===== config.mk =====
export PLATFORM = sky130hd
export DESIGN_NAME = crr_ctrl
export DESIGN_NICKNAME = d
export VERILOG_FILES = /design/src/crr_pkg.sv /design/src/crr_ctrl.sv
export SDC_FILE = /design/constraint.sdc
export NUM_CORES = 1
export LEC_CHECK = 0
export ABC_AREA = 1
export BUFFER_PORTS_ARGS = -buffer_cell sky130_fd_sc_hd__buf_2
export CORE_ASPECT_RATIO = 1.5
export CORE_MARGIN = 1
export CORE_UTILIZATION = 46
export DETAILED_ROUTE_END_ITERATION = 7
export PLACE_DENSITY = 0.72
export SLEW_MARGIN = 20
export SYNTH_ARGS = -nofsm -noshare
export SYNTH_HDL_FRONTEND = slang
export SYNTH_SLANG_ARGS = --single-unit

===== constraint.sdc =====
create_clock -name core_clk -period 1.9 [get_ports core_clk]
set_input_delay 0.38 -clock core_clk [delete_from_list [all_inputs] [get_ports core_clk]]
set_output_delay 0.38 -clock core_clk [all_outputs]
set_load 0.005 [all_outputs]

===== src/crr_pkg.sv =====
/*
 Constants for the charge-rationing reset and behaviour-change controller:
 register offsets, field positions, reset values, behaviour codes and sequencer states.
 Assumes a 32-bit word register port with byte addresses.
*/
package crr_pkg;
   localparam logic [7:0] OFS_CTRL = 8'h00;
   localparam logic [7:0] OFS_STATUS = 8'h04;
   localparam logic [7:0] OFS_LIMIT = 8'h08;
   localparam logic [7:0] OFS_ACCUM = 8'h0C;
   localparam logic [7:0] OFS_IRQ_STAT = 8'h10;
   localparam logic [7:0] OFS_IRQ_MASK = 8'h14;

   localparam int CTRL_BEH_LSB = 0;
   localparam int CTRL_RST_BIT = 2;
   localparam int CTRL_EN_BIT = 3;

   localparam int IRQ_HIT_BIT = 0;
   localparam int IRQ_RESET_BIT = 1;
   localparam int IRQ_RESTART_BIT = 2;
   localparam int IRQ_W = 3;

   localparam int ACC_W = 16;
   localparam int PIN_W = 5;

   typedef enum logic [1:0] {
      BEH_REPORT = 2'h0,
      BEH_REPORT_DISC = 2'h1,
      BEH_DISC_SLEEP = 2'h2,
      BEH_IGNORE = 2'h3
   } crr_beh_e;

   localparam crr_beh_e BEH_RESET = BEH_REPORT_DISC;
   localparam logic [ACC_W-1:0] LIMIT_RESET = 16'h0000;
   localparam logic [IRQ_W-1:0] IRQ_MASK_RESET = 3'h0;

   typedef enum logic [3:0] {
      S_NORM,
      S_A_ALERT,
      S_A_REMOVE,
      S_A_OPEN,
      S_A_SLEEP,
      S_HELD,
      S_R_CLEAR,
      S_R_FLAG,
      S_R_RELEASE,
      S_R_CHECK
   } crr_state_e;
endpackage


===== src/crr_ctrl.sv =====
/*
 Charge-rationing controller: accumulates delivered charge in the Active state,
 runs the threshold actions, the rationing-reset sequence and behaviour changes
 after threshold. Assumes an outside power-state machine that obeys the force
 outputs and a register master that follows the one-cycle strobe protocol.
*/
// Chosen here: the plain strobed port and the placing of the registers.
`timescale 1ns/1ps
module crr_ctrl #(
   parameter int ACCW = crr_pkg::ACC_W
) (
   input wire logic core_clk,
   input wire logic rst_n,
   input wire logic [7:0] reg_addr,
   input wire logic [31:0] reg_wdata,
   input wire logic reg_wr,
   input wire logic reg_rd,
   output logic [31:0] reg_rdata,
   input wire logic mode_pin_a,
   input wire logic mode_pin_b,
   input wire logic emulation_allow_pin,
   input wire logic bypass_select_pin,
   input wire logic port_switch_enable_pin,
   input wire logic power_active,
   input wire logic charge_tick,
   input wire logic [7:0] charge_amount,
   input wire logic removal_evt,
   input wire logic attach_evt,
   output logic alert_n,
   output logic emul_remove,
   output logic switch_open,
   output logic sleep_force,
   output logic power_reselect,
   output logic emul_restart,
   output logic irq
);
   import crr_pkg::*;

   crr_state_e st_ff, nxt_st;
   crr_beh_e beh_ff, act_beh_ff, nxt_act_beh;
   logic en_ff, rst_pend_ff, flag_ff, removed_ff;
   logic [ACCW-1:0] accum_ff, limit_ff, nxt_accum;
   logic [PIN_W-1:0] cap_ff;
   logic [IRQ_W-1:0] irq_stat_ff, irq_mask_ff;
   logic alert_n_ff, emul_remove_ff, switch_open_ff, sleep_ff;
   logic reselect_ff, restart_ff, irq_ff;
   logic [31:0] rdata_ff;

   // decode
   wire wr_ctrl = reg_wr && (reg_addr == OFS_CTRL);
   wire wr_limit = reg_wr && (reg_addr == OFS_LIMIT);
   wire wr_istat = reg_wr && (reg_addr == OFS_IRQ_STAT);
   wire wr_imask = reg_wr && (reg_addr == OFS_IRQ_MASK);
   wire rst_req = wr_ctrl && reg_wdata[CTRL_RST_BIT];
   wire rst_any = rst_req || rst_pend_ff;
   wire [PIN_W-1:0] pins = {mode_pin_a, mode_pin_b, emulation_allow_pin,
                            bypass_select_pin, port_switch_enable_pin};
   wire pins_changed = (pins != cap_ff);
   wire [ACCW:0] acc_sum = {1'b0, accum_ff} + {{(ACCW-7){1'b0}}, charge_amount};
   wire [ACCW-1:0] acc_sat = acc_sum[ACCW] ? '1 : acc_sum[ACCW-1:0];
   wire accumulate = en_ff && power_active && charge_tick && (st_ff == S_NORM);
   wire hit = en_ff && power_active && (st_ff == S_NORM) && (accum_ff >= limit_ff);
   wire beh_is_rep = (act_beh_ff == BEH_REPORT) || (act_beh_ff == BEH_REPORT_DISC);
   wire beh_chg = (beh_ff != act_beh_ff);
   // the sleep chain runs open-first at threshold but remove-first when leaving ignore,
   // so each step looks at which forced output is already in place
   wire ds_open_done = (act_beh_ff == BEH_DISC_SLEEP) && switch_open_ff;
   wire ds_rm_done = (act_beh_ff == BEH_DISC_SLEEP) && emul_remove_ff;
   wire reattach = removed_ff && attach_evt && (st_ff == S_NORM) && en_ff && power_active;
   wire restart_now = ((st_ff == S_R_CHECK) && pins_changed && emulation_allow_pin)
                      || reattach;
   wire [IRQ_W-1:0] irq_set = {restart_now, (st_ff == S_R_CLEAR), hit};

   // only the reset state or accumulation moves the accumulator
   assign nxt_accum = (st_ff == S_R_CLEAR) ? '0 : (accumulate ? acc_sat : accum_ff);

   always_comb begin
      nxt_st = st_ff;
      nxt_act_beh = act_beh_ff;
      unique case (st_ff)
         S_NORM: begin
            nxt_act_beh = beh_ff;
            if (rst_any) begin
               nxt_st = S_R_CLEAR;
            end else if (hit) begin
               unique case (beh_ff)
                  BEH_REPORT, BEH_REPORT_DISC: nxt_st = S_A_ALERT;
                  BEH_DISC_SLEEP: nxt_st = S_A_OPEN;
                  BEH_IGNORE: nxt_st = S_HELD;
               endcase
            end
         end
         S_A_ALERT: nxt_st = (act_beh_ff == BEH_REPORT_DISC) ? S_A_REMOVE : S_HELD;
         S_A_REMOVE: nxt_st = ds_open_done ? S_A_SLEEP : S_A_OPEN;
         S_A_OPEN: begin
            if (act_beh_ff != BEH_DISC_SLEEP) begin
               nxt_st = S_HELD;
            end else if (ds_rm_done) begin
               nxt_st = S_A_SLEEP;
            end else begin
               nxt_st = S_A_REMOVE;
            end
         end
         S_A_SLEEP: nxt_st = S_HELD;
         S_HELD: begin
            if (rst_any) begin
               nxt_st = S_R_CLEAR;
            end else if (beh_chg) begin
               nxt_act_beh = beh_ff;
               // only leaving ignore starts a fresh action chain; other pairs just adopt
               if (act_beh_ff == BEH_IGNORE) begin
                  unique case (beh_ff)
                     BEH_REPORT, BEH_REPORT_DISC: nxt_st = S_A_ALERT;
                     BEH_DISC_SLEEP: nxt_st = S_A_REMOVE;
                     BEH_IGNORE: nxt_st = S_HELD;
                  endcase
               end
            end
         end
         S_R_CLEAR: nxt_st = S_R_FLAG;
         S_R_FLAG: begin
            if (flag_ff && beh_is_rep) begin
               nxt_st = S_R_RELEASE;
            end else if (flag_ff && (act_beh_ff == BEH_DISC_SLEEP)) begin
               nxt_st = S_R_CHECK;
            end else begin
               nxt_st = S_NORM;
            end
         end
         S_R_RELEASE: nxt_st = (act_beh_ff == BEH_REPORT_DISC) ? S_R_CHECK : S_NORM;
         S_R_CHECK: nxt_st = S_NORM;
      endcase
   end

   always_ff @(posedge core_clk or negedge rst_n) begin
      if (!rst_n) begin
         st_ff <= S_NORM;
         act_beh_ff <= BEH_RESET;
         accum_ff <= '0;
         rst_pend_ff <= 1'b0;
      end else begin
         st_ff <= nxt_st;
         act_beh_ff <= nxt_act_beh;
         accum_ff <= nxt_accum;
         rst_pend_ff <= rst_any && !((st_ff == S_NORM) || (st_ff == S_HELD));
      end
   end

   always_ff @(posedge core_clk or negedge rst_n) begin
      if (!rst_n) begin
         beh_ff <= BEH_RESET;
         en_ff <= 1'b0;
         limit_ff <= LIMIT_RESET;
         irq_mask_ff <= IRQ_MASK_RESET;
      end else begin
         if (wr_ctrl) begin
            beh_ff <= crr_beh_e'(reg_wdata[CTRL_BEH_LSB +: 2]);
            en_ff <= reg_wdata[CTRL_EN_BIT];
         end
         if (wr_limit) begin
            limit_ff <= reg_wdata[ACCW-1:0];
         end
         if (wr_imask) begin
            irq_mask_ff <= reg_wdata[IRQ_W-1:0];
         end
      end
   end

   // flag, pin capture and re-attach tracking
   always_ff @(posedge core_clk or negedge rst_n) begin
      if (!rst_n) begin
         flag_ff <= 1'b0;
         cap_ff <= '0;
         removed_ff <= 1'b0;
      end else begin
         if (hit) begin
            flag_ff <= 1'b1;
            cap_ff <= pins;
         end else if (st_ff == S_R_FLAG) begin
            flag_ff <= 1'b0;
         end
         // events only steer emulation, never the accumulator
         if (removal_evt) begin
            removed_ff <= 1'b1;
         end else if (reattach) begin
            removed_ff <= 1'b0;
         end
      end
   end

   // forced outputs of the threshold actions, plus the reselect and restart pulses
   always_ff @(posedge core_clk or negedge rst_n) begin
      if (!rst_n) begin
         alert_n_ff <= 1'b1;
         emul_remove_ff <= 1'b0;
         switch_open_ff <= 1'b0;
         sleep_ff <= 1'b0;
         reselect_ff <= 1'b0;
         restart_ff <= 1'b0;
      end else begin
         if (st_ff == S_A_ALERT) begin
            alert_n_ff <= 1'b0;
         end else if (st_ff == S_R_RELEASE) begin
            alert_n_ff <= 1'b1;
         end
         if (st_ff == S_A_REMOVE) begin
            emul_remove_ff <= 1'b1;
         end else if (st_ff == S_R_FLAG || st_ff == S_R_CHECK) begin
            emul_remove_ff <= emul_remove_ff && (st_ff == S_R_FLAG);
         end
         if (st_ff == S_A_OPEN) begin
            switch_open_ff <= 1'b1;
         end else if (st_ff == S_R_CHECK) begin
            switch_open_ff <= 1'b0;
         end
         if (st_ff == S_A_SLEEP) begin
            sleep_ff <= 1'b1;
         end else if (st_ff == S_R_CHECK) begin
            sleep_ff <= 1'b0;
         end
         reselect_ff <= (st_ff == S_R_CHECK) && pins_changed;
         restart_ff <= restart_now;
      end
   end

   // sticky events, set wins over a write-one clear
   always_ff @(posedge core_clk or negedge rst_n) begin
      if (!rst_n) begin
         irq_stat_ff <= '0;
         irq_ff <= 1'b0;
      end else begin
         irq_stat_ff <= irq_set | (irq_stat_ff & ~(wr_istat ? reg_wdata[IRQ_W-1:0] : '0));
         irq_ff <= |((irq_set | irq_stat_ff) & irq_mask_ff);
      end
   end

   wire [31:0] rd_mux =
      (reg_addr == OFS_CTRL) ? {28'h0000000, en_ff, 1'b0, beh_ff} :
      (reg_addr == OFS_STATUS) ? {23'h000000, st_ff, sleep_ff, switch_open_ff,
                                  emul_remove_ff, !alert_n_ff, flag_ff} :
      (reg_addr == OFS_LIMIT) ? {{(32-ACCW){1'b0}}, limit_ff} :
      (reg_addr == OFS_ACCUM) ? {{(32-ACCW){1'b0}}, accum_ff} :
      (reg_addr == OFS_IRQ_STAT) ? {{(32-IRQ_W){1'b0}}, irq_stat_ff} :
      (reg_addr == OFS_IRQ_MASK) ? {{(32-IRQ_W){1'b0}}, irq_mask_ff} : 32'h00000000;

   // read data stands only in the cycle after the strobe
   always_ff @(posedge core_clk or negedge rst_n) begin
      if (!rst_n) begin
         rdata_ff <= '0;
      end else begin
         rdata_ff <= reg_rd ? rd_mux : 32'h00000000;
      end
   end

   assign reg_rdata = rdata_ff;
   assign alert_n = alert_n_ff;
   assign emul_remove = emul_remove_ff;
   assign switch_open = switch_open_ff;
   assign sleep_force = sleep_ff;
   assign power_reselect = reselect_ff;
   assign emul_restart = restart_ff;
   assign irq = irq_ff;
endmodule


# Word level (Yosys, flattened, before mapping)
# Index checks and enable logic that the tools add are counted.
# op_classes
addsub,1
multipliers,0
div_mod_pow,0
n_lt_le_gt_ge,1
eq_ne,28
n_shift,0
muxes,40
n_bitwise,5
n_reduce_logical,45
# op_table
op,count
16-bit 2-to-1 mux,8
4-bit case mux with 10 select lines,1
4-bit 2-to-1 mux,8
4-bit case mux with 3 select lines,2
1-bit logical AND,22
3-bit 2-to-1 mux,7
16-bit by 8-bit adder with 17-bit output,1
"4-bit by 3-bit == test with 1-bit output, second input constant",4
"8-bit by 4-bit == test with 1-bit output, second input constant",2
"8-bit by 5-bit == test with 1-bit output, second input constant",2
16-bit greater-or-equal comparator,1
2-bit nonzero test,8
1-bit 2-to-1 mux,11
"3-bit != test, second input constant",3
"2-bit == test, second input constant",4
"4-bit by 2-bit == test with 1-bit output, second input constant",2
"4-bit == test, second input constant",2
"8-bit by 3-bit == test with 1-bit output, second input constant",1
8-bit zero test,1
3-bit bitwise AND,2
"2-bit != test, second input constant",3
3-bit OR,2
3-bit AND reduction,2
1-bit logical OR,5
other kinds (12),16
# word_totals
register_bits,78
latch_bits,0
ramBits,0
mem_bits_ro,0
out_inout_bits,39
elab_cells,140
memories,0

# Depth between registers and ports, before layout
# logic_depth
ltp_word,8
ltp_mapped,15
depth_no_buf,15

# Least setup slack after synthesis
# Ideal clock, no wire load.
# synth_path
path_kind,input to register
start,in charge_amount[0]
end,reg accum_ff[8]
setup_time_ns,0.076
arrival_time_ns,1.827
required_ns,1.824
setup_slack_ns,-0.003
stages,13
path_buffers,1
path_cell_list,ha_1 inv_1 fa_1 nor2_1 nand2_1 nand2_1 nand4_1 nand2_1 nand2_2 buf_6 nand3_1 nand2_1 o21ai_1
# synth_via
elab_chain_cells,4
# synth_lines
element,line,source
start: declaration,crr_ctrl.sv:26,"input wire logic [7:0] charge_amount,"
16-bit by 8-bit adder with 17-bit output,crr_ctrl.sv:59,"wire [ACCW:0] acc_sum = {1'b0, accum_ff} + {{(ACCW-7){1'b0}}, charge_amount};"
16-bit 2-to-1 mux,crr_ctrl.sv:60,wire [ACCW-1:0] acc_sat = acc_sum[ACCW] ? '1 : acc_sum[ACCW-1:0];
16-bit 2-to-1 mux (2 in a row),crr_ctrl.sv:75,assign nxt_accum = (st_ff == S_R_CLEAR) ? '0 : (accumulate ? acc_sat : accum_ff);
end signal: assignment,crr_ctrl.sv:144,accum_ff <= nxt_accum;
end: declaration,crr_ctrl.sv:42,"logic [ACCW-1:0] accum_ff, limit_ff, nxt_accum;"
# No other way between the ends. The select of a mux whose other input is x is not followed.
# A chain may end at the register's enable or synchronous reset.

# Worst setup path in the final report
# layout_path
start,reg accum_ff[0]
end,reg accum_ff[4]
# layout_via
elab_chain_cells,4
# layout_lines
element,line
16-bit by 8-bit adder with 17-bit output,crr_ctrl.sv:59
16-bit 2-to-1 mux,crr_ctrl.sv:60
16-bit 2-to-1 mux (2 in a row),crr_ctrl.sv:75
# No other way between the ends. The select of a mux whose other input is x is not followed.

==> impl_results.md <==
- Outcome: finished, violations left
- Failing checks: negative setup slack
- Arrival @ worst endpoint: 2.36 ns
- Total clock sinks: 78
- WL per Instance: 14.6 um
- Antenna violations before repair: 0
- Die Outline Area: 11000 um^2
- Worst Max-Slew Pin Slew: 0.779 ns
- Crit-path max cell delay: around 0.39 ns
- Placed insts: 885
- Insertion delay of the later-clocked pin in the worst-skew pair: between 0.3 and 0.4 ns
- Mean instance size in the synthesized netlist: 7.64 um^2
- Peak supply drop: 566 uV
- Leakage Power: between 3 and 4 nW
- Post-CTS clock slew at the launch and capture registers of the worst setup and hold paths: roughly 0.060 ns
- Total of warnings raised by yosys: 0
- Proportion of power drawn by flip-flops and latches: 0.400
- Tightest slew margin relative to the limit: 0.478
- Time the worst path needs with I/O delays and setup: approximately 2.1 ns
- DRC violation total after the first TritonRoute iteration: 236
- Total wire length after detailed routing: 13.3 mm
- CTS tree: built
- Seq/Total Area, Yosys: 0.401
- Top cell family by delay on the critical path: simple AND/OR/NAND/NOR gates
- Final-layout setup total negative slack: -2.53 ns
- Setup slack after layout: -0.178 ns
- Worst min-delay path class: primary input to flip-flop
- Final hold violations: 0
- Max-cap violations: 0
- Count of pins over their slew limit: 0
- Cell internal power dissipation: 3.24 mW
- Hold_sp: removal_evt
- Leading cell type in the layout, fill and taps excluded: nand2_1
- Rows: 45
- Critical-path top delay cell: dfrtp_1
- Maximum number of pins on one net before global-route repair: 38
- Reported net switching power: 1.46 mW
- 1st-pass router iterations: 5
- End of the worst register-to-register path: accum_ff[4]
- FF-to-FF path depth: 12
- Overall overflow remaining after global route: 0
- CTS root buffer: clkbuf_16
- Hpwl dp: ~10 mm
- Summed instance area of the synthesized netlist: 4880 um^2
- Area after DPL: 5630 um^2
- Max frequency: 481 MHz
- Worst Hold Slack: 0.224 ns
- Worst-path maximum fanout: 7
- Cell types with the largest area share after synthesis: dfrtp_1 38%, nand2_1 13%, inv_1 7.0%
- Design Area, Final: 6200 um^2
- CP Buf/Inv Count: 2
- Die Span Y: 128 um
- IO buf count: 67
- Area share of the largest cell type after synthesis: 0.384
- Most frequent cells in the layout: 157 x nand2_1, 86 x inv_1, 74 x dfrtp_1
- Net total in the final layout: 851
- FF+latch count, synth: 78
- Switching portion of total power: 0.311
- Number of distinct library cell variants in the gate-level netlist after synthesis: 48
- Vias in the first global route: 4762
- Clock tree buffer depth: 2
- Area overhead of the layout relative to synthesis: 27.1%
- Number of cells produced by synthesis: roughly 640
- CTS HTree Levels: 3
- Worst Hold End: removed_ff
- Starting utilization of the core area: 0.476
- Util after Layout: 0.605
- Worst hold path stage count: 2
- WP data required: 2.18 ns
- Post-layout instance count excluding filler cells: about 900
- Antenna Cells: 0
- Final setup violation count: 26
- Most prevalent standard cell on the critical path: nand2_2
- Path type of the worst setup path: flip-flop to flip-flop
- Number of vias after detailed routing: 4707
- Cells along the critical path: ha_2 -> inv_2 -> fa_2 -> nor2_4 -> nand2_2 -> nand2_2 -> nand4_1 -> nand2_2 -> buf_6 -> nand2_8 -> a21oi_2 -> a21o_1
- Chip width: 86.1 um
- Final weighted congestion in routability-driven placement: 0.901
- Final cycle utilization of the critical path: 1.09
- Combined global-route utilization of all metal layers: 0.257
- Fraction of final layout cells sized beyond drive strength 1: 0.286
- Total Power: 4.70 mW
- I/O pin total: 100
- Count of antenna-violating nets left after detailed routing: 0
- Largest area contributor in the netlist: dfrtp_1
- Cell Pwr Density: 757 nW/um^2
- Crit end category: flip-flop
- Clock Skew: between 0.007 and 0.008 ns
- Worst R2R Setup Slack: -0.18 ns
- Place WS: -0.337 ns
- Floorplan core area: ~10000 um^2
- Global-route wire length before repair: 21.8 mm
- Number of clock buffers inserted by TritonCTS: 9
- Portion of total power attributed to the clock network: 0.339
- Combinational group share of total power: 0.261
- Vias per inst: 5.17
- Setup repair after global routing missed its margin: yes
- Category of the worst setup path launch point: flip-flop
- Worst reg2reg path startpoint: accum_ff[0]
- DRC violations left: 0
[routing by layer]
layer	share of wire	global-route usage
met1	0.36	0.264
met2	0.55	0.486
met3	0.053	0.0496
met4	0.042	0.128
met5	0	0
[power by group through the flow]
| stage | logic, mW | registers, mW | clock network (mW) |
|---|---|---|---|
| floorplan | 0.619 | 1.88 | 0 |
| global placement | 1.05 | 1.90 | 0 |
| detailed placement | 1.07 | 1.90 | 0 |
| CTS | 1.13 | 1.88 | 1.61 |
| global route | 1.38 | 1.89 | 1.68 |
| finish | 1.23 | 1.88 | 1.59 |
[worst register-to-register path, cell delays in order, from the launching register on]
cell and delay [ns]:
dfrtp_1 0.39, ha_2 0.21, inv_2 0.04, fa_2 0.37, nor2_4 0.13, nand2_2 0.07, nand2_2 0.09, nand4_1 0.11
nand2_2 0.12, buf_6 0.12, nand2_8 0.07, a21oi_2 0.19, a21o_1 0.11
[Yosys cell counts, drive strengths merged]
master / count
a21boi: 1
a21o: 5
a21oi: 53
a22o: 1
a31o: 1
a31oi: 4
buf: 24
clkbuf: 2
clkinv: 2
conb: 1
dfrtp: 75
dfstp: 3
fa: 1
ha: 24
inv: 94
nand2: 171
nand3: 37
nand4: 10
nor2: 52
nor3: 11
nor3b: 1
nor4: 2
o2111ai: 1
o211ai: 2
o21a: 1
o21ai: 45
o21bai: 2
o22ai: 3
or2: 2
xnor2: 4
xor2: 4
[registers in the layout, summed over array words and instances, names as in the netlist]
register / cells
en_ff: 1
sleep_force: 1
removed_ff: 1
rst_pend_ff: 1
reg_rdata: 16
cap_ff: 5
emul_remove: 1
emul_restart: 1
beh_ff: 2
irq_stat_ff: 3
limit_ff: 16
accum_ff: 16
flag_ff: 1
irq_mask_ff: 3
alert_n: 1
act_beh_ff: 2
switch_open: 1
irq: 1
power_reselect: 1
st_ff: 4
[worst max-delay path by stage]
stage / startpoint / to / slack, ns / cells after the start
after floorplan: charge_amount[0] / accum_ff[8] / 0.007 / 13
after global placement: charge_amount[0] / accum_ff[5] / -0.21 / 12
after detailed placement: charge_amount[0] / accum_ff[2] / -0.34 / 13
after CTS: accum_ff[0] / accum_ff[5] / -0.05 / 12
after global routing: accum_ff[0] / accum_ff[12] / -0.35 / 13
final: accum_ff[0] / accum_ff[4] / -0.18 / 12
[cells by family after synthesis]
kind of cell	Yosys count	synth area share
flops	78	0.401
buf+inv	122	0.116
fa+ha+maj	25	0.0656
xor+xnor	8	0.0144
other cells	1	0.000768
compound gates	119	0.145
simple gates	286	0.258
[repair_timing]
item,4_1_cts,5_1_grt
endpoints found under the hold margin,16,0
setup endpoints to repair,25,26
pin swaps,6,9
setup buffers,5,3
resized for setup,24,42
cloned,1,0
hold buffers,1,0
[final cells by class]
cell class	count	area, um^2
fillers	972	4040
multi-input cells	455	2630
flip-flops and latches	78	1960
repair buffers	125	811
inverters	96	364
clock buffers	12	246
well taps	141	176
clock inverters	4	22.5
No activity file was read; power rests on OpenSTA's default activity.
